## config.mk

```make
export PLATFORM = sky130hd
export DESIGN_NAME = llc_low_power_burst_sequencer
export DESIGN_NICKNAME = d
export VERILOG_FILES = /design/src/rtl/llc_pkg.sv /design/src/rtl/llc_low_power_burst_sequencer.sv /design/src/rtl/preset_decoder.sv
export SDC_FILE = /design/constraint.sdc
export NUM_CORES = 1
export LEC_CHECK = 0
export ABC_CLOCK_PERIOD_IN_PS = 4000
export BUFFER_PORTS_ARGS = -buffer_cell sky130_fd_sc_hd__buf_2
export CAP_MARGIN = 20
export CORE_AREA = 2 2 169 171
export CTS_CLUSTER_SIZE = 20
export DETAILED_ROUTE_END_ITERATION = 7
export DIE_AREA = 0 0 171 173
export SKIP_LAST_GASP = 1
export SLEW_MARGIN = 20
export SYNTH_ARGS = -nofsm -noshare
export SYNTH_HDL_FRONTEND = slang
export SYNTH_SLANG_ARGS = --single-unit
```

## constraint.sdc

```tcl
create_clock -name clk -period 4 [get_ports clk]
set_input_delay 0.8 -clock clk [delete_from_list [all_inputs] [get_ports clk]]
set_output_delay 0.8 -clock clk [all_outputs]
set_load 0.01 [all_outputs]
```

## src/rtl/llc_pkg.sv

```systemverilog
// shared constants, tables and types for the low-power burst sequencer
package llc_pkg;
   localparam int CLK_HZ = 40_000_000;
   localparam int CLK_MHZ = 40;
   // shortened high-side pulses, least times rounded up
   localparam int DUMP_ON_NS = 100;
   localparam int RESTORE_ON_NS = 150;
   localparam int DUMP_CYC = (DUMP_ON_NS * CLK_MHZ + 999) / 1000;
   localparam int RESTORE_CYC = (RESTORE_ON_NS * CLK_MHZ + 999) / 1000;
   // repetition rate at which grouped pulse operation takes over
   localparam int GROUP_ENTRY_HZ = 23_000;
   localparam int GROUP_ENTRY_CYC = CLK_HZ / GROUP_ENTRY_HZ;
   // fastest burst rate; slower rates are this period shifted left
   localparam int BURST_MAX_HZ = 1600;
   localparam int BURST_BASE_CYC = CLK_HZ / BURST_MAX_HZ;
   // power figures are in half-percent of nominal
   localparam logic [7:0] THRESH_TBL [0:3] = '{8'h32, 8'h4b, 8'h64, 8'h7d};
   // one word per resistor code, byte n for burst rate code n
   localparam logic [31:0] MIN_ENERGY_TBL [0:7] = '{
      32'h0a0a0a0a, 32'h12121212, 32'h0c0a0a0a, 32'h16121212,
      32'h120e0c0a, 32'h221c1412, 32'h16120e0a, 32'h2e241c12};
   localparam logic [31:0] EXIT_LVL_TBL [0:7] = '{
      32'h12121212, 32'h18181818, 32'h14121212, 32'h1a181818,
      32'h18161412, 32'h221e1a18, 32'h1c181412, 32'h28231e18};
   localparam int LOW_ENERGY_SHIFT = 1;
   localparam int WAIT_GAIN_SHIFT = 2;
   localparam logic [4:0] A_CTRL = 5'h00;
   localparam logic [4:0] A_DEMAND = 5'h04;
   localparam logic [4:0] A_STATUS = 5'h08;
   localparam logic [4:0] A_PRESET = 5'h0c;
   localparam logic [4:0] A_WAIT = 5'h10;
   localparam logic [7:0] RST_WAIT = 8'h01;
   localparam logic [7:0] RST_BURST_N = 8'h01;
   typedef enum logic [2:0] {
      s_idle = 3'h0, s_conv1 = 3'h1, s_conv2 = 3'h3, s_prep = 3'h2,
      s_dump = 3'h6, s_wait = 3'h7, s_restore = 3'h5
   } seq_state_t;
   typedef enum logic [1:0] {
      continuous_switching_mode = 2'h0, energy_control_submode = 2'h1,
      rate_control_submode = 2'h3, grouped_pulse_mode = 2'h2
   } op_mode_t;
endpackage

```

## src/rtl/llc_low_power_burst_sequencer.sv

```systemverilog
// low-power cycle, mode and burst sequencer with AHB-Lite register slave
`timescale 1ns/1ps
module llc_low_power_burst_sequencer #(
   parameter int unsigned BURST_BASE_CYCLES = llc_pkg::BURST_BASE_CYC
) (
   input wire logic clk,
   input wire logic rst_b,
   input wire logic hsel,
   input wire logic [31:0] haddr,
   input wire logic [1:0] htrans,
   input wire logic hwrite,
   input wire logic [2:0] hsize,
   input wire logic [31:0] hwdata,
   input wire logic hready,
   output logic hreadyout,
   output logic hresp,
   output logic [31:0] hrdata,
   input wire logic node_top_pin,
   input wire logic cap_sense_hit_pin,
   input wire logic [2:0] mode_preset_pin,
   input wire logic [1:0] burst_rate_preset_pin,
   output logic upper_switch_drive,
   output logic lower_switch_drive,
   output logic [7:0] cycle_energy
);
   typedef struct packed {
      logic [6:0] s1;
      logic [6:0] s2;
      logic top_d;
      logic cap_d;
      logic ap_v;
      logic ap_w;
      logic [4:0] ap_a;
      logic ready;
      logic [31:0] rdata;
      logic enable;
      logic [7:0] demand;
      logic run;
      logic load;
      llc_pkg::seq_state_t st;
      llc_pkg::op_mode_t mode;
      logic upper;
      logic lower;
      logic [7:0] tmr;
      logic [7:0] wait_cnt;
      logic [7:0] wait_tgt;
      logic [3:0] frac;
      logic [11:0] period;
      logic [17:0] burst_tmr;
      logic [7:0] burst_n;
      logic [7:0] burst_left;
      logic [7:0] energy;
   } core_t;

   core_t q;
   core_t n;
   logic top_evt;
   logic cap_evt;
   logic [7:0] thr;
   logic [7:0] emin;
   logic [7:0] exit_lvl;
   logic [1:0] rate;
   logic [8:0] ec9;
   logic [7:0] deficit;
   logic [9:0] wq;
   logic [4:0] acc;
   logic [7:0] n_tgt;
   logic [17:0] burst_reload;
   logic [31:0] rd;

   // resonance tops and cap-sense hits only ever seen after two flops
   assign top_evt = q.s2[6] & ~q.top_d;
   assign cap_evt = q.s2[5] & ~q.cap_d;

   preset_decoder u_presets (
      .clk(clk),
      .rst_b(rst_b),
      .load(q.load),
      .mode_code(q.s2[4:2]),
      .rate_code(q.s2[1:0]),
      .power_thresh(thr),
      .min_cycle_energy(emin),
      .exit_level(exit_lvl),
      .burst_rate(rate)
   );

   ////////////////////////////////////////////////////////////////////////////
   always_comb begin
      n = q;
      ec9 = {1'b0, q.demand} + {2'h0, q.demand[7:llc_pkg::LOW_ENERGY_SHIFT]};
      deficit = emin - ec9[7:0];
      wq = {deficit, 2'h0};
      acc = {1'b0, q.frac} + {1'b0, wq[3:0]};
      n_tgt = {1'b0, q.demand[7:1]} + 8'h01;
      burst_reload = 18'(BURST_BASE_CYCLES << (2'h3 - rate));
      rd = 32'h0;
      case (haddr[4:0])
         llc_pkg::A_CTRL: rd = {31'h0, q.enable};
         llc_pkg::A_DEMAND: rd = {24'h0, q.demand};
         llc_pkg::A_STATUS: rd = {16'h0, q.energy, 1'b0, q.run, q.mode, q.upper,
            q.st};
         llc_pkg::A_PRESET: rd = {6'h0, rate, exit_lvl, emin, thr};
         llc_pkg::A_WAIT: rd = {q.burst_left, q.burst_n, q.wait_cnt, q.wait_tgt};
         default: rd = 32'h0;
      endcase
      n.s1 = {node_top_pin, cap_sense_hit_pin, mode_preset_pin,
         burst_rate_preset_pin};
      n.s2 = q.s1;
      n.top_d = q.s2[6];
      n.cap_d = q.s2[5];
      n.load = 1'b0;
      // zero-wait slave: writes land in the data phase, reads sample at address
      n.ready = 1'b1;
      if (q.ap_v && q.ap_w) begin
         case (q.ap_a)
            llc_pkg::A_CTRL: n.enable = hwdata[0];
            llc_pkg::A_DEMAND: n.demand = hwdata[7:0];
            default: ;
         endcase
      end
      n.ap_v = hsel && htrans[1] && hready;
      n.ap_w = hwrite;
      n.ap_a = haddr[4:0];
      if (hsel && htrans[1] && hready && !hwrite) begin
         n.rdata = rd;
      end
      if (q.period != 12'hfff) begin
         n.period = q.period + 12'h001;
      end
      if (q.burst_tmr != 18'h0) begin
         n.burst_tmr = q.burst_tmr - 18'h00001;
      end
      if (!q.enable) begin
         n.run = 1'b0;
         n.st = llc_pkg::s_idle;
         n.upper = 1'b0;
         n.lower = 1'b0;
      end else if (!q.run) begin
         // presets sampled while the bridge is still quiet
         n.run = 1'b1;
         n.load = 1'b1;
         n.mode = llc_pkg::continuous_switching_mode;
         n.wait_tgt = llc_pkg::RST_WAIT;
         n.burst_n = llc_pkg::RST_BURST_N;
         n.frac = 4'h0;
      end else begin
         case (q.st)
            llc_pkg::s_idle: begin
               if (!q.load && (q.mode != llc_pkg::grouped_pulse_mode ||
                     q.burst_tmr == 18'h0)) begin
                  if (q.mode == llc_pkg::grouped_pulse_mode) begin
                     n.burst_tmr = burst_reload;
                     n.burst_left = q.burst_n;
                     // one step per burst toward the demand, period unchanged
                     if (q.burst_n < n_tgt) begin
                        n.burst_n = q.burst_n + 8'h01;
                     end else if (q.burst_n > n_tgt) begin
                        n.burst_n = q.burst_n - 8'h01;
                     end
                  end
                  n.st = llc_pkg::s_conv1;
                  n.lower = 1'b1;
                  n.period = 12'h0;
               end
            end
            llc_pkg::s_conv1: begin
               if (cap_evt) begin
                  n.lower = 1'b0;
                  n.upper = 1'b1;
                  n.st = llc_pkg::s_conv2;
               end
            end
            llc_pkg::s_conv2: begin
               if (cap_evt) begin
                  n.upper = 1'b0;
                  n.lower = 1'b1;
                  if (q.mode == llc_pkg::continuous_switching_mode &&
                        q.demand >= thr) begin
                     n.st = llc_pkg::s_conv1;
                     n.energy = q.demand;
                  end else begin
                     if (q.mode == llc_pkg::continuous_switching_mode) begin
                        n.mode = llc_pkg::energy_control_submode;
                        n.energy = ec9[8] ? 8'hff : ec9[7:0];
                     end
                     n.st = llc_pkg::s_prep;
                  end
               end
            end
            llc_pkg::s_prep: begin
               if (cap_evt) begin
                  n.lower = 1'b0;
                  n.upper = 1'b1;
                  n.tmr = 8'(llc_pkg::DUMP_CYC - 1);
                  n.st = llc_pkg::s_dump;
               end
            end
            llc_pkg::s_dump: begin
               if (q.tmr != 8'h0) begin
                  n.tmr = q.tmr - 8'h01;
               end else begin
                  n.upper = 1'b0;
                  n.wait_cnt = 8'h0;
                  n.st = llc_pkg::s_wait;
                  if (q.demand >= thr) begin
                     n.mode = llc_pkg::continuous_switching_mode;
                     n.energy = q.demand;
                  end else if (q.mode == llc_pkg::grouped_pulse_mode &&
                        q.demand < exit_lvl) begin
                     // wait target left alone: frozen at burst entry
                     n.energy = emin;
                     n.burst_left = q.burst_left - 8'h01;
                     if (q.burst_left <= 8'h01) begin
                        n.st = llc_pkg::s_idle;
                     end
                  end else if (ec9 >= {1'b0, emin}) begin
                     n.mode = llc_pkg::energy_control_submode;
                     n.energy = ec9[8] ? 8'hff : ec9[7:0];
                     n.wait_tgt = llc_pkg::RST_WAIT;
                     n.frac = 4'h0;
                  end else begin
                     n.mode = llc_pkg::rate_control_submode;
                     n.energy = emin;
                     // fraction carry alternates between two whole counts
                     n.frac = acc[3:0];
                     n.wait_tgt = llc_pkg::RST_WAIT + {2'h0, wq[9:4]} +
                        {7'h0, acc[4]};
                  end
               end
            end
            llc_pkg::s_wait: begin
               if (top_evt) begin
                  if (q.wait_cnt + 8'h01 >= q.wait_tgt) begin
                     n.upper = 1'b1;
                     n.tmr = 8'(llc_pkg::RESTORE_CYC - 1);
                     n.st = llc_pkg::s_restore;
                  end else begin
                     n.wait_cnt = q.wait_cnt + 8'h01;
                  end
               end
            end
            llc_pkg::s_restore: begin
               if (q.tmr != 8'h0) begin
                  n.tmr = q.tmr - 8'h01;
               end else begin
                  n.upper = 1'b0;
                  n.lower = 1'b1;
                  n.period = 12'h0;
                  n.st = llc_pkg::s_conv1;
                  if (q.mode == llc_pkg::rate_control_submode &&
                        q.period >= 12'(llc_pkg::GROUP_ENTRY_CYC)) begin
                     n.mode = llc_pkg::grouped_pulse_mode;
                     n.burst_tmr = burst_reload;
                     n.burst_left = q.burst_n;
                  end
               end
            end
            default: begin
               n.st = llc_pkg::s_idle;
               n.upper = 1'b0;
               n.lower = 1'b0;
            end
         endcase
      end
   end

   always_ff @(posedge clk or negedge rst_b) begin
      if (!rst_b) begin
         q <= '0;
      end else begin
         q <= n;
      end
   end

   assign hreadyout = q.ready;
   assign hresp = 1'b0;
   assign hrdata = q.rdata;
   assign upper_switch_drive = q.upper;
   assign lower_switch_drive = q.lower;
   assign cycle_energy = q.energy;
endmodule

```

## src/rtl/preset_decoder.sv

```systemverilog
// resistor code decoder that holds presets between starts
`timescale 1ns/1ps
module preset_decoder (
   input wire logic clk,
   input wire logic rst_b,
   input wire logic load,
   input wire logic [2:0] mode_code,
   input wire logic [1:0] rate_code,
   output logic [7:0] power_thresh,
   output logic [7:0] min_cycle_energy,
   output logic [7:0] exit_level,
   output logic [1:0] burst_rate
);
   typedef struct packed {
      logic [7:0] thr;
      logic [7:0] emin;
      logic [7:0] exit;
      logic [1:0] rate;
   } pre_t;
   pre_t q;
   pre_t n;
   logic [31:0] e_row;
   logic [31:0] x_row;

   always_comb begin
      n = q;
      e_row = llc_pkg::MIN_ENERGY_TBL[mode_code];
      x_row = llc_pkg::EXIT_LVL_TBL[mode_code];
      if (load) begin
         n.thr = llc_pkg::THRESH_TBL[mode_code[2:1]];
         n.emin = e_row[{rate_code, 3'h0} +: 8];
         n.exit = x_row[{rate_code, 3'h0} +: 8];
         n.rate = rate_code;
      end
   end

   always_ff @(posedge clk or negedge rst_b) begin
      if (!rst_b) begin
         q <= '0;
      end else begin
         q <= n;
      end
   end

   assign power_thresh = q.thr;
   assign min_cycle_energy = q.emin;
   assign exit_level = q.exit;
   assign burst_rate = q.rate;
endmodule

```

Yosys cells after proc, flatten, opt, wreduce, memory -nomap -nowiden
Memories as Yosys holds them, arrays and structs flattened.
Index checks and enable logic that the tools add are counted.
{"block": "totals", "ff_bits": 182, "mem_bits_ro": 512, "in_bits": 81, "word_cells": 240, "n_memories": 2}
{"block": "classes", "addsub": 14, "order_cmp": 10, "n_eq_ne": 56, "shifts": 3, "n_mux": 83, "bitwise": 6, "n_reduce_logical": 36}
{"memory": "(no name shown)", "words": 8, "width": 32, "rd": 1, "rd_ports_with_merged_regs": 0, "wr": 0, "line_no": "preset_decoder.sv:27", "rtl": "e_row = llc_pkg::MIN_ENERGY_TBL[mode_code];"}
{"memory": "(no name shown)", "words": 8, "width": 32, "rd": 1, "rd_ports_with_merged_regs": 0, "wr": 0, "line_no": "preset_decoder.sv:28", "rtl": "x_row = llc_pkg::EXIT_LVL_TBL[mode_code];"}
{"cell": "$mux W8", "count": 20}
{"cell": "$pmux W32 S5", "count": 1}
{"cell": "$mux W32", "count": 4}
{"cell": "$mux W12", "count": 6}
{"cell": "$shiftx A32 B6 Y8", "count": 2}
{"cell": "$mux W30", "count": 2}
{"cell": "$pmux W30 S2", "count": 1}
{"cell": "$mux W18", "count": 3}
{"cell": "$mux W54", "count": 1}
{"cell": "$mux W16", "count": 3}
{"cell": "$pmux W8 S3", "count": 2}
{"cell": "$mux W46", "count": 1}
{"cell": "$ne A3 B3 Y1 const B", "count": 15}
{"cell": "$ne A2 B2 Y1 const B", "count": 19}
{"cell": "$mux W34", "count": 1}
{"cell": "$pmux W8 S2", "count": 2}
{"cell": "$mux W3", "count": 10}
{"cell": "$reduce_and A9 Y1", "count": 3}
{"cell": "$sub A8 B1 Y8 const B", "count": 3}
{"cell": "$pmux W3 S7", "count": 1}
{"cell": "$mux W2", "count": 10}
{"cell": "$mux W20", "count": 1}
{"cell": "$logic_not A18 Y1", "count": 1}
{"cell": "$reduce_bool A18 Y1", "count": 1}
{"cell": "58 further kinds", "count": 95}

Depth between registers and ports, before layout
Gate-level depths: netlist of the first run.
{"block": "depth", "word_depth": 11, "ltp_mapped": 17, "mapped_depth_nobuf": 16}

Cells and area by module
A second synthesis of the first run with hierarchy kept.
{"block": "unflattened", "cells_unflattened": 1219, "hier_area_um2": 11105.7}
{"module": "llc_low_power_burst_sequencer", "n_inst": 1, "cells_each": 1107, "area_per_inst_um2": 9968.3, "seq_area_each_um2": 3828.7}
{"module": "preset_decoder", "n_inst": 1, "cells_each": 112, "area_per_inst_um2": 1137.3, "seq_area_each_um2": 450.4}

Least setup slack after synthesis of the first run
OpenSTA, ideal clock, no wires.
{"block": "synth_path", "kind": "reg-to-reg", "from": "register q[93] (netlist bit)", "to": "register q[22] (netlist bit)", "setup_time_ns": 0.121, "arrival_time_ns": 3.461, "t_required_ns": 3.879, "setup_slack_ns": 0.418, "path_stages_with_launch": 18, "path_buffers": 1, "cell_sequence": "dfrtp_1 > ha_1 > clkbuf_1 > nand3_1 > xnor2_1 > ha_1 > a21oi_1 > o21a_1 > a21boi_0 > inv_1 > ha_1 > nor2b_1 > o21ai_0 > nand2b_1 > a21o_1 > a21oi_1 > xnor2_1 > a22o_1"}
{"block": "synth_between", "elab_chain_len": 7}
{"element": "start, declared", "line_no": "llc_low_power_burst_sequencer.sv:55", "rtl": "core_t q;"}
{"element": "start signal, assigned", "line_no": "llc_low_power_burst_sequencer.sv:271", "rtl": "q <= n;"}
{"element": "$add A7 B1 Y8 *", "line_no": "llc_low_power_burst_sequencer.sv:94", "rtl": "n_tgt = {1'b0, q.demand[7:1]} + 8'h01;"}
{"element": "$lt A8 B8 Y1", "line_no": "llc_low_power_burst_sequencer.sv:155", "rtl": "if (q.burst_n < n_tgt) begin"}
{"element": "$mux W8", "line_no": "llc_low_power_burst_sequencer.sv:155"}
{"element": "$mux W34", "line_no": "llc_low_power_burst_sequencer.sv:151", "rtl": "if (q.mode == llc_pkg::grouped_pulse_mode) begin"}
{"element": "$mux W46", "line_no": "llc_low_power_burst_sequencer.sv:149", "rtl": "if (!q.load && (q.mode != llc_pkg::grouped_pulse_mode ||"}
{"element": "$mux W8", "line_no": "llc_low_power_burst_sequencer.sv:147", "rtl": "case (q.st)"}
{"element": "$mux W8", "line_no": "llc_low_power_burst_sequencer.sv:138", "rtl": "end else if (!q.run) begin"}
Every way passes the cells marked *; elsewhere a longest branch is shown, timed or not. The select of a mux whose other input is x is not followed.
A chain may end at the register's enable or synchronous reset.

Worst setup path in the final report of the first run
{"block": "layout_path", "from": "register q[92] (netlist bit)", "to": "register q[63] (netlist bit)"}
{"block": "layout_between", "elab_chain_len": 10}
{"element": "$add A8 B7 Y9", "line_no": "llc_low_power_burst_sequencer.sv:90", "rtl": "ec9 = {1'b0, q.demand} + {2'h0, q.demand[7:llc_pkg::LOW_ENERGY_SHIFT]};"}
{"element": "$sub A8 B8 Y8", "line_no": "llc_low_power_burst_sequencer.sv:91", "rtl": "deficit = emin - ec9[7:0];"}
{"element": "$add A1 B6 Y7 / $add A4 B4 Y5 (equally long branches)", "line_no": "llc_low_power_burst_sequencer.sv:226, llc_low_power_burst_sequencer.sv:93"}
{"element": "$add A7 B1 Y8", "line_no": "llc_low_power_burst_sequencer.sv:226", "rtl": "n.wait_tgt = llc_pkg::RST_WAIT + {2'h0, wq[9:4]} +"}
{"element": "$mux W12", "line_no": "llc_low_power_burst_sequencer.sv:216", "rtl": "end else if (ec9 >= {1'b0, emin}) begin"}
{"element": "$mux W12", "line_no": "llc_low_power_burst_sequencer.sv:208", "rtl": "end else if (q.mode == llc_pkg::grouped_pulse_mode &&"}
{"element": "$mux W12", "line_no": "llc_low_power_burst_sequencer.sv:205", "rtl": "if (q.demand >= thr) begin"}
{"element": "$mux W20", "line_no": "llc_low_power_burst_sequencer.sv:199", "rtl": "if (q.tmr != 8'h0) begin"}
{"element": "$mux W12", "line_no": "llc_low_power_burst_sequencer.sv:147"}
{"element": "$mux W12", "line_no": "llc_low_power_burst_sequencer.sv:138"}
Parallel ways exist; a longest one is shown, timed or not. The select of a mux whose other input is x is not followed.

==> impl_metrics.csv, run 1 <==
group,metric,value,unit
clock_tree,clock-sinks,171,
power,p_sw_share,33.2,%
floorplan,die_h,173,um
route,routed_via_density,5.62,
outcome,outcome,"complete, no violations",
logic_synthesis,synth_ff_type,"dfrtp_1",
clock_tree,cts-root-buf,"clkbuf_16",
sta,drv_slew,0,
placed_design,gp_congestion,0.941,
sta,finalHoldViolCount,0,
sta,timing.setup.tns,0,ps
clock_tree,htree_levels,4,
clock_tree,path_clk_slew,70,ps
sta,fin_skew,15.5,ps
logic_synthesis,synth_area,0.0106,mm^2
sta,max_freq,266,MHz
power,seq_power_share,41.0,%
final_layout,fill_cells,2744,
global_routing,grt_usage,20.3,%
route,postRouteAntennaNets,0,
floorplan,die_w,171,um
power,power_density,420,mW/mm^2
final_layout,diodes,0,
logic_synthesis,ys_types,73,
route,routedWlPerCell,18.6,um
route,drc,0,
logic_synthesis,synthCells,1149,
power,p_int,3320,uW
floorplan,pin_count,125,
power,combPwrFrac,25.1,%
global_routing,grt_pass1_vias,8634,
logic_synthesis,ys_ff_latch,171,
sta,rsz0062_at_grt,"no",
final_layout,postLayoutCellArea,0.0118,mm^2
floorplan,rows,61,
global_routing,grt_max_degree,82,
power,irDropWorstVdd,0.369,mV
setup_path,critPathRequiredTime,4380,ps
final_layout,nets,1346,
sta,fin_ws,242,ps
final_layout,syn2layout_area_growth,10.9,%
global_routing,grt_first_pass_wirelength,47300,um
logic_synthesis,syn_area_per_cell,9.27,um^2
logic_synthesis,synth_edf_count,0,
placed_design,port_buffers,68,
sta,setup_viol,0,
logic_synthesis,synth_warnings,0,
power,cellLeakagePower,0.00552,uW
setup_path,crit_path_end_kind,"flip-flop",
clock_tree,cts_tree,"yes",
placed_design,dpl_cell_area,0.0112,mm^2
floorplan,start_util,38.5,%
placed_design,post-place-ws,243,ps
route,firstDrtPassIters,6,
power,clockPowerShare,34.0,%
setup_path,critPathArrivalTime,4140,ps
sta,fin_crit_sh,93.9,%
route,vias,8837,
power,power.switching,1650,uW
global_routing,grt_overflow_total,0,
clock_tree,insertion_delay,440,ps
setup_path,critPathMaxFanout,5,
global_routing,antenna_found_initial,0,
logic_synthesis,ys_seq_area_share,40.2,%
sta,fin_crit,3760,ps
sta,worstMarginPinSlew,928,ps
clock_tree,clockBufferDepth,2,
floorplan,die_area,0.0296,mm^2
floorplan,coreArea,0.0276,mm^2
job,maxCapViolations,0,
setup_path,cp-start-kind,"flip-flop",
sta,slew_headroom,37.9,%
setup_path,worst-setup-path-type,"flip-flop to flip-flop",
hold_path,min_path_type,"primary input to async pin",
placed_design,hpwl,21600,um
logic_synthesis,synth_nets,1314,
route,routed_wl,29200,um
clock_tree,cts_inserted_buffers,17,
route,drt_iter0_markers,824,
final_layout,drive_above_1_share,13.2,%
logic_synthesis,ys_async_sr_fraction,100,%
[power by group through the flow]
stage / Clock [uW] / Combinational, uW / Sequential (uW)
detailed placement: 0 / 1230 / 2060
floorplan: 0 / 921 / 2000
CTS: 1720 / 1250 / 2030
global route: 1790 / 1430 / 2060
global placement: 0 / 1210 / 2060
finish: 1690 / 1240 / 2030
[metrics by stage]
step	total power [uW]	util (%)	cells	hold WS (ps)
3_3_place_gp	3270	40.6	1540	339
6_report	4960	42.7	1572	321
3_5_place_dp	3300	40.6	1540	335
2_1_floorplan	2920	-	1149	331
4_1_cts	4990	42.7	1572	340
5_1_grt	5270	42.7	1572	358
[kinds of logic (layout without fill, tap and decap cells)]
| group | Yosys count | in the layout | share of synthesized area (%) |
|---|---|---|---|
| other | 2 | 2 | 0.0705 |
| XOR/XNOR | 47 | 47 | 3.87 |
| AND/OR/NAND/NOR | 350 | 350 | 16.4 |
| multiplexers | 20 | 20 | 2.14 |
| AO/OA/AOI/OAI | 329 | 329 | 20.5 |
| adder cells (fa/ha/maj) | 85 | 85 | 10.2 |
| flip-flops | 171 | 171 | 40.2 |
| buffers and inverters | 145 | 190 | 6.58 |
[flip-flops by register name, indices dropped and copies added (netlist names), 2 cells and up]
name                        flops
u_presets.min_cycle_energy      5
u_presets.power_thresh          6
u_presets.exit_level            5
n                               9
u_presets.burst_rate            2
cycle_energy                    8
hrdata                         32
q                             101
[cells in the final DEF (no fill, tap or decap), types with 5 or more instances in the layout]
cell type,n
and2_1,6
mux2i_1,7
clkbuf_16,17
nor2b_1,20
nand2b_1,14
o21a_1,7
and3_1,11
buf_2,67
nand2_1,107
nor4_1,11
a211o_1,5
o31ai_1,11
o211ai_1,11
a221oi_1,5
dfrtp_1,170
a22o_1,18
xor2_1,18
inv_1,63
a211oi_1,11
a22oi_1,18
a21oi_1,73
nand4_1,12
mux2_2,12
a31oi_1,13
nor3_1,24
a21o_1,23
a222oi_1,11
nor3b_1,5
xnor2_1,29
nor2_1,80
buf_4,26
ha_1,79
o21ai_0,83
nand3_1,28
a32o_1,6
[what timing repair did]
item | in CTS | in global routing
setup endpoints to repair | 0 | 1
endpoints found under the hold margin | 0 | 0
hold buffers | 0 | 0
gates resized for setup | 0 | 3
setup buffers | 0 | 0
[Yosys cell counts, types with 12 or more instances]
cell type  instances  share of area, %
a21oi_1           73               3.4
o21ai_0           83               3.9
dfrtp_1          171                40
buf_4             41               2.9
clkbuf_1          38               1.3
a31oi_1           13              0.76
a22o_1            18               1.5
nor3_1            24               1.1
nand4_1           12              0.71
nand3_1           28               1.3
xor2_1            18               1.5
xnor2_1           29               2.4
a21o_1            23               1.6
a22oi_1           18               1.3
nand2b_1          14              0.82
nor2b_1           20               1.2
mux2_2            12               1.3
inv_1             63               2.2
ha_1              80               9.4
nor2_1            80               2.8
nand2_1          107               3.8
[worst paths after layout]
path                       depth (start not counted)         to  startpoint  slack (ps)
setup / recovery                                  12      q[63]       q[92]         240
hold / removal                                     1  hreadyout       rst_b         320
setup reg to reg                                  12      q[63]       q[92]         240
hold reg to reg                                    0     q[145]      n[145]         350
max in group asynchronous                          2      q[76]       rst_b        2770
min in group clk                                   0     q[145]      n[145]         350
[worst max-delay path: stages (launching register included)]
cell and delay, ps:
dfrtp_1 450, ha_1 250, fa_1 430, a211o_1 320, a21oi_1 280, ha_1 350
or3b_2 480, o311ai_0 110, a211o_1 190, and4b_1 230, xor2_1 80, a2111oi_0 420
a21o_1 120
[area by class of cell]
type	instances	area (um^2)	share of cell area [%]
multi-input combinational	833	5670	48.1
sequential	171	4280	36.2
timing repair buffer	95	562	4.76
tap	378	473	4.01
clock buffer	19	443	3.75
inverter	63	236	2.00
clock inverter	13	140	1.19
[metal layers]
layer	global-route usage (%)	share of wire (%)
met2	31.8	46
met3	3.96	6.0
met4	7.10	3.0
met5	0	0
met1	27.9	45
No activity file was read; power rests on OpenSTA's default activity.
==> inputs of run 2 (changes only) <==
BUFFER_PORTS_ARGS = default   (was -buffer_cell sky130_fd_sc_hd__buf_2)
CAP_MARGIN = default   (was 20)
DONT_BUFFER_PORTS = 1   (was default)
GPL_TIMING_DRIVEN = 0   (was default)
==> run 2 against run 1 <==
Clock power barely moved. Via count shrank 1.1%. Final area decreased by 0.66%. Combinational power down 4%. Count of clock-buffer cells in the layout decreased by 2. Clock skew shrank 3.1 ps. Critical endpoint unchanged.
==> impl_metrics.csv, run 2 (same netlist as run 1, synthesis figures left out) <==
group,metric,value,unit
setup_path,critPathArrivalTime,4230,ps
job,maxCapViolations,0,
setup_path,slowest_delay,490,ps
final_layout,layout_commonest_cell,"dfrtp_1",
route,postRouteAntennaNets,0,
setup_path,cp-start-kind,"flip-flop",
sta,setup_viol,0,
clock_tree,cts-root-buf,"clkbuf_16",
placed_design,post-place-ws,-339,ps
clock_tree,clock-sinks,171,
global_routing,grt_overflow_total,0,
setup_path,critPathMaxFanout,6,
placed_design,port_buffers,0,
route,drc,0,
setup_path,crit_slowest_cell,"dfrtp_1",
route,routed_wl,30100,um
route,routedWlPerCell,19.3,um
setup_path,worstPathCellList,"ha_1, fa_1, a21o_1, a211oi_1, a21oi_2, ha_1, or3b_2, o311ai_0, a211o_1, and4b_1, xor2_1, a2111oi_1, a21o_1",
sta,slew_headroom,30.4,%
floorplan,start_util,38.5,%
final_layout,drive_above_1_share,9.73,%
global_routing,antenna_found_initial,0,
final_layout,fill_cells,2792,
global_routing,grt_max_degree,172,
placed_design,gp_congestion,0.924,
hold_path,min_path_type,"primary input to async pin",
sta,max_freq,260,MHz
floorplan,rows,61,
final_layout,postLayoutCellArea,0.0117,mm^2
power,cellLeakagePower,0.00532,uW
placed_design,placed_cells,1527,
global_routing,grt_first_pass_wirelength,47800,um
route,firstDrtPassIters,5,
final_layout,largest_reg_flops,101,
final_layout,utilization,42.5,%
floorplan,die_area,0.0296,mm^2
global_routing,grt_usage,20.8,%
final_layout,syn2layout_area_growth,10.2,%
setup_path,worst-setup-path-type,"flip-flop to flip-flop",
sta,fin_crit,3850,ps
clock_tree,htree_levels,4,
power,power_density,419,mW/mm^2
final_layout,fin_cells,1560,
final_layout,mostFrequentLayoutCells,"165 x dfrtp_1, 107 x nand2_1, 83 x o21ai_0",
sta,fin_crit_sh,96.2,%
sta,drv_slew,0,
setup_path,crit_path_end_kind,"flip-flop",
clock_tree,cts_tree,"yes",
sta,fin_skew,12.3,ps
setup_path,path_delay_family,"compound AO/OA/AOI/OAI gates",
global_routing,grt_pass1_vias,8458,
route,vias,8736,
sta,timing.setup.tns,0,ps
power,irDropWorstVdd,0.386,mV
floorplan,die_h,173,um
clock_tree,insertion_delay,440,ps
floorplan,die_w,171,um
final_layout,nets,1334,
clock_tree,clockBufferDepth,2,
placed_design,hpwl,22400,um
sta,finalHoldViolCount,0,
floorplan,coreArea,0.0276,mm^2
route,routed_via_density,5.60,
clock_tree,path_clk_slew,70,ps
setup_path,critPathRequiredTime,4380,ps
sta,rsz0062_at_grt,"yes",
route,drt_iter0_markers,777,
final_layout,diodes,0,
clock_tree,cts_inserted_buffers,17,
floorplan,pin_count,125,
sta,worstMarginPinSlew,1040,ps
setup_path,crit_buf_inv,0,
final_layout,top_register,"q",
placed_design,dpl_cell_area,0.0111,mm^2
sta,fin_ws,150,ps
outcome,outcome,"complete, no violations",
[run 2: cell count changes in the layout (fill, tap and decap cells not counted), sizes merged]
cell	previous run	this run
bufinv	2	1
buf	95	46
inv	66	71
clkinv	7	2
clkbuf	19	54
clkinvlp	1	4
[run 2: path summary, 6_finish.rpt]
kind                       slack, ps        end  depth (start not counted)   start
min                               60  hreadyout                          0   rst_b
max in group asynchronous       3640      q[97]                          0   rst_b
min reg2reg                      350     q[143]                          0  n[143]
max                              150      q[63]                         13   q[91]
max reg2reg                      150      q[63]                         13   q[91]
min in group clk                 350     q[143]                          0  n[143]
[run 2: repair_timing]
item,in CTS,in global routing
hold buffers,0,0
endpoints found under the setup margin,4,11
buffers inserted,0,2
resized for setup,4,7
endpoints found under the hold margin,0,0
pin swaps,0,0
[run 2: layout make-up]
| cell class | count | area (um^2) | area share, % |
|---|---|---|---|
| flip-flops and latches | 171 | 4290 | 36.5 |
| well taps | 378 | 473 | 4.03 |
| multi-input cells | 833 | 5680 | 48.4 |
| clock inverters | 15 | 155 | 1.32 |
| plain buffers | 81 | 460 | 3.92 |
| inverters | 63 | 236 | 2.02 |
| clock buffers | 17 | 425 | 3.63 |
| repair buffers | 2 | 15.0 | 0.128 |
[run 2: worst reg2reg max path, stage by stage (launching register included)]
cell and delay, ps:
dfrtp_1 490, ha_1 310, fa_1 440, a21o_1 180, a211oi_1 280, a21oi_2 90
ha_1 360, or3b_2 480, o311ai_0 100, a211o_1 190, and4b_1 240, xor2_1 90
a2111oi_1 430, a21o_1 120
[run 2: routing by layer]
layer  up-vias  share of wire, %  global-route usage [%]
li1       4148                 -                       -
met1      4268                46                    29.4
met2       274                46                    32.1
met3        46               5.3                    3.16
met4         0               2.9                    8.33
met5         -                 0                       0
[run 2: report_power, final]
part | total (uW) | internal, uW | switching (uW)
Combinational | 1190 | 493 | 698
Clock | 1680 | 882 | 798
Sequential | 2040 | 1860 | 181
Total | 4910 | 3240 | 1680
[run 2: stage by stage]
stage / hold slack [ps] / power, uW
finish: 56.4 / 4910
global route: 39.0 / 5200
CTS: 42.2 / 4930
detailed placement: 336 / 3240
global placement: 339 / 3210
floorplan: 331 / 2920
==> inputs of run 3 (changes only) <==
ABC_CLOCK_PERIOD_IN_PS = 4400   (was 4000)
clock period = 4.4 ns   (was 4 ns; I/O delays follow)
==> run 3 against run 2 <==
Hold slack gained 83 ps. Clock power shrank 9%. Clock skew is 0.64 ps lower. Final cell count barely moved. Critical path depth down 1. Non-clock buffer count shrank 1. Count of clock-buffer cells in the layout unchanged. Critical path type unchanged.
==> impl_metrics.csv, run 3 (same netlist as run 1, synthesis figures left out) <==
group,metric,value,unit
global_routing,grt_pass1_vias,8456,
floorplan,start_util,38.5,%
route,vias,8783,
final_layout,diodes,0,
outcome,outcome,"complete, no violations",
sta,fin_crit_sh,92.4,%
clock_tree,postCtsSetupBuffers,0,
power,seq_power_share,41.7,%
clock_tree,cts_inserted_buffers,17,
setup_path,critPathRequiredTime,4780,ps
setup_path,rrSetupSlack,340,ps
setup_path,worst-setup-path-type,"flip-flop to flip-flop",
sta,rsz0062_at_grt,"no",
power,power.switching,1520,uW
global_routing,antenna_found_initial,0,
final_layout,fin_cells,1559,
route,routed_via_density,5.63,
power,p_int,2940,uW
placed_design,placed_cells,1527,
power,clockPowerShare,34.3,%
setup_path,critPathArrivalTime,4440,ps
clock_tree,path_clk_slew,80,ps
route,drc,0,
power,p_total,4460,uW
final_layout,syn2layout_area_growth,9.92,%
placed_design,post-place-ws,61.3,ps
sta,slew_headroom,30.3,%
power,irDropWorstVdd,0.346,mV
final_layout,mostFrequentLayoutCells,"169 x dfrtp_1, 107 x nand2_1, 83 x o21ai_0",
floorplan,rows,61,
floorplan,die_h,173,um
power,p_sw_share,34.1,%
power,cellLeakagePower,0.00532,uW
sta,timing.hold.ws,139,ps
clock_tree,hold_buffers,0,
floorplan,coreArea,0.0276,mm^2
global_routing,grt_usage,20.9,%
sta,fin_crit,4060,ps
floorplan,die_area,0.0296,mm^2
global_routing,grt_overflow_total,0,
setup_path,critPathMaxFanout,12,
sta,timing.setup.tns,0,ps
setup_path,r2r-end,"q[63]",
sta,fin_skew,11.7,ps
sta,worstMarginPinSlew,1040,ps
sta,setup_viol,0,
floorplan,die_w,171,um
placed_design,port_buffers,0,
clock_tree,htree_levels,4,
sta,drv_slew,0,
floorplan,pin_count,125,
clock_tree,clock-sinks,171,
route,routed_wl,30100,um
power,power_density,381,mW/mm^2
route,routedWlPerCell,19.3,um
placed_design,gp_congestion,0.924,
final_layout,largest_reg_flops,101,
final_layout,layout_commonest_cell,"dfrtp_1",
setup_path,worstRegToRegCells,12,
final_layout,nets,1333,
setup_path,r2r_start,"q[92]",
hold_path,min_path_type,"primary input to async pin",
clock_tree,clockBufferDepth,2,
route,drt_iter0_markers,753,
route,firstDrtPassIters,6,
final_layout,top_register,"q",
sta,finalHoldViolCount,0,
global_routing,grt_max_degree,172,
sta,fin_ws,336,ps
job,maxCapViolations,0,
global_routing,grt_first_pass_wirelength,47800,um
placed_design,hpwl,22400,um
setup_path,cp-start-kind,"flip-flop",
clock_tree,insertion_delay,440,ps
final_layout,drive_above_1_share,8.98,%
setup_path,crit_path_end_kind,"flip-flop",
final_layout,fill_cells,2793,
sta,max_freq,246,MHz
route,postRouteAntennaNets,0,
clock_tree,cts-root-buf,"clkbuf_16",
clock_tree,cts_tree,"yes",
power,combPwrFrac,24.1,%
[run 3: how the worst max path moves through the flow]
stage | to | from | slack, ps
after floorplan | q[22] | q[93] | 820
after global placement | q[22] | q[94] | 140
after detailed placement | q[22] | q[94] | 60
after CTS | q[22] | q[94] | 50
after global routing | q[22] | q[93] | 20
final | q[63] | q[92] | 340
[run 3: power by group through the flow]
stage	clock network (uW)	registers, uW	logic [uW]
finish	1530	1860	1070
global route	1630	1870	1220
CTS	1560	1850	1070
detailed placement	0	1880	1060
global placement	0	1880	1040
floorplan	0	1810	837
[run 3: routing by layer]
layer,GRT usage (%),up-vias,part of all wire [%]
met5,0,-,0
met4,8.33,0,3.1
met3,3.16,54,5.5
met2,32.1,266,46
met1,29.4,4304,46
li1,-,4159,-
[run 3: what timing repair did]
item,in CTS,in global routing
gates resized for setup,0,3
hold endpoints to repair,0,0
setup endpoints to repair,0,2
[run 3: critical path, stage by stage (launching register included)]
cell and delay, ps:
dfrtp_1 590, ha_1 350, fa_1 440, a211o_1 330
a21oi_1 260, ha_1 340, or3b_2 480, o311ai_0 100
a211o_1 190, and4b_1 240, xor2_1 90, a2111oi_0 460
a21o_1 120
[run 3: metrics by stage]
stage	area (um^2)	utilization, %
after detailed placement	11100	40.3
after floorplan	10600	-
after global placement	11100	40.3
after CTS	11700	42.4
final	11700	42.4
after global routing	11700	42.4
[run 3: final cells by class]
class                      instances  area [um^2]  share of cell area, %
multi-input combinational        833         5670                   48.4
inverter                          63          236                   2.02
clock buffer                      17          425                   3.63
clock inverter                    15          155                   1.33
sequential                       171         4280                   36.6
buffer                            82          464                   3.97
tap                              378          473                   4.04
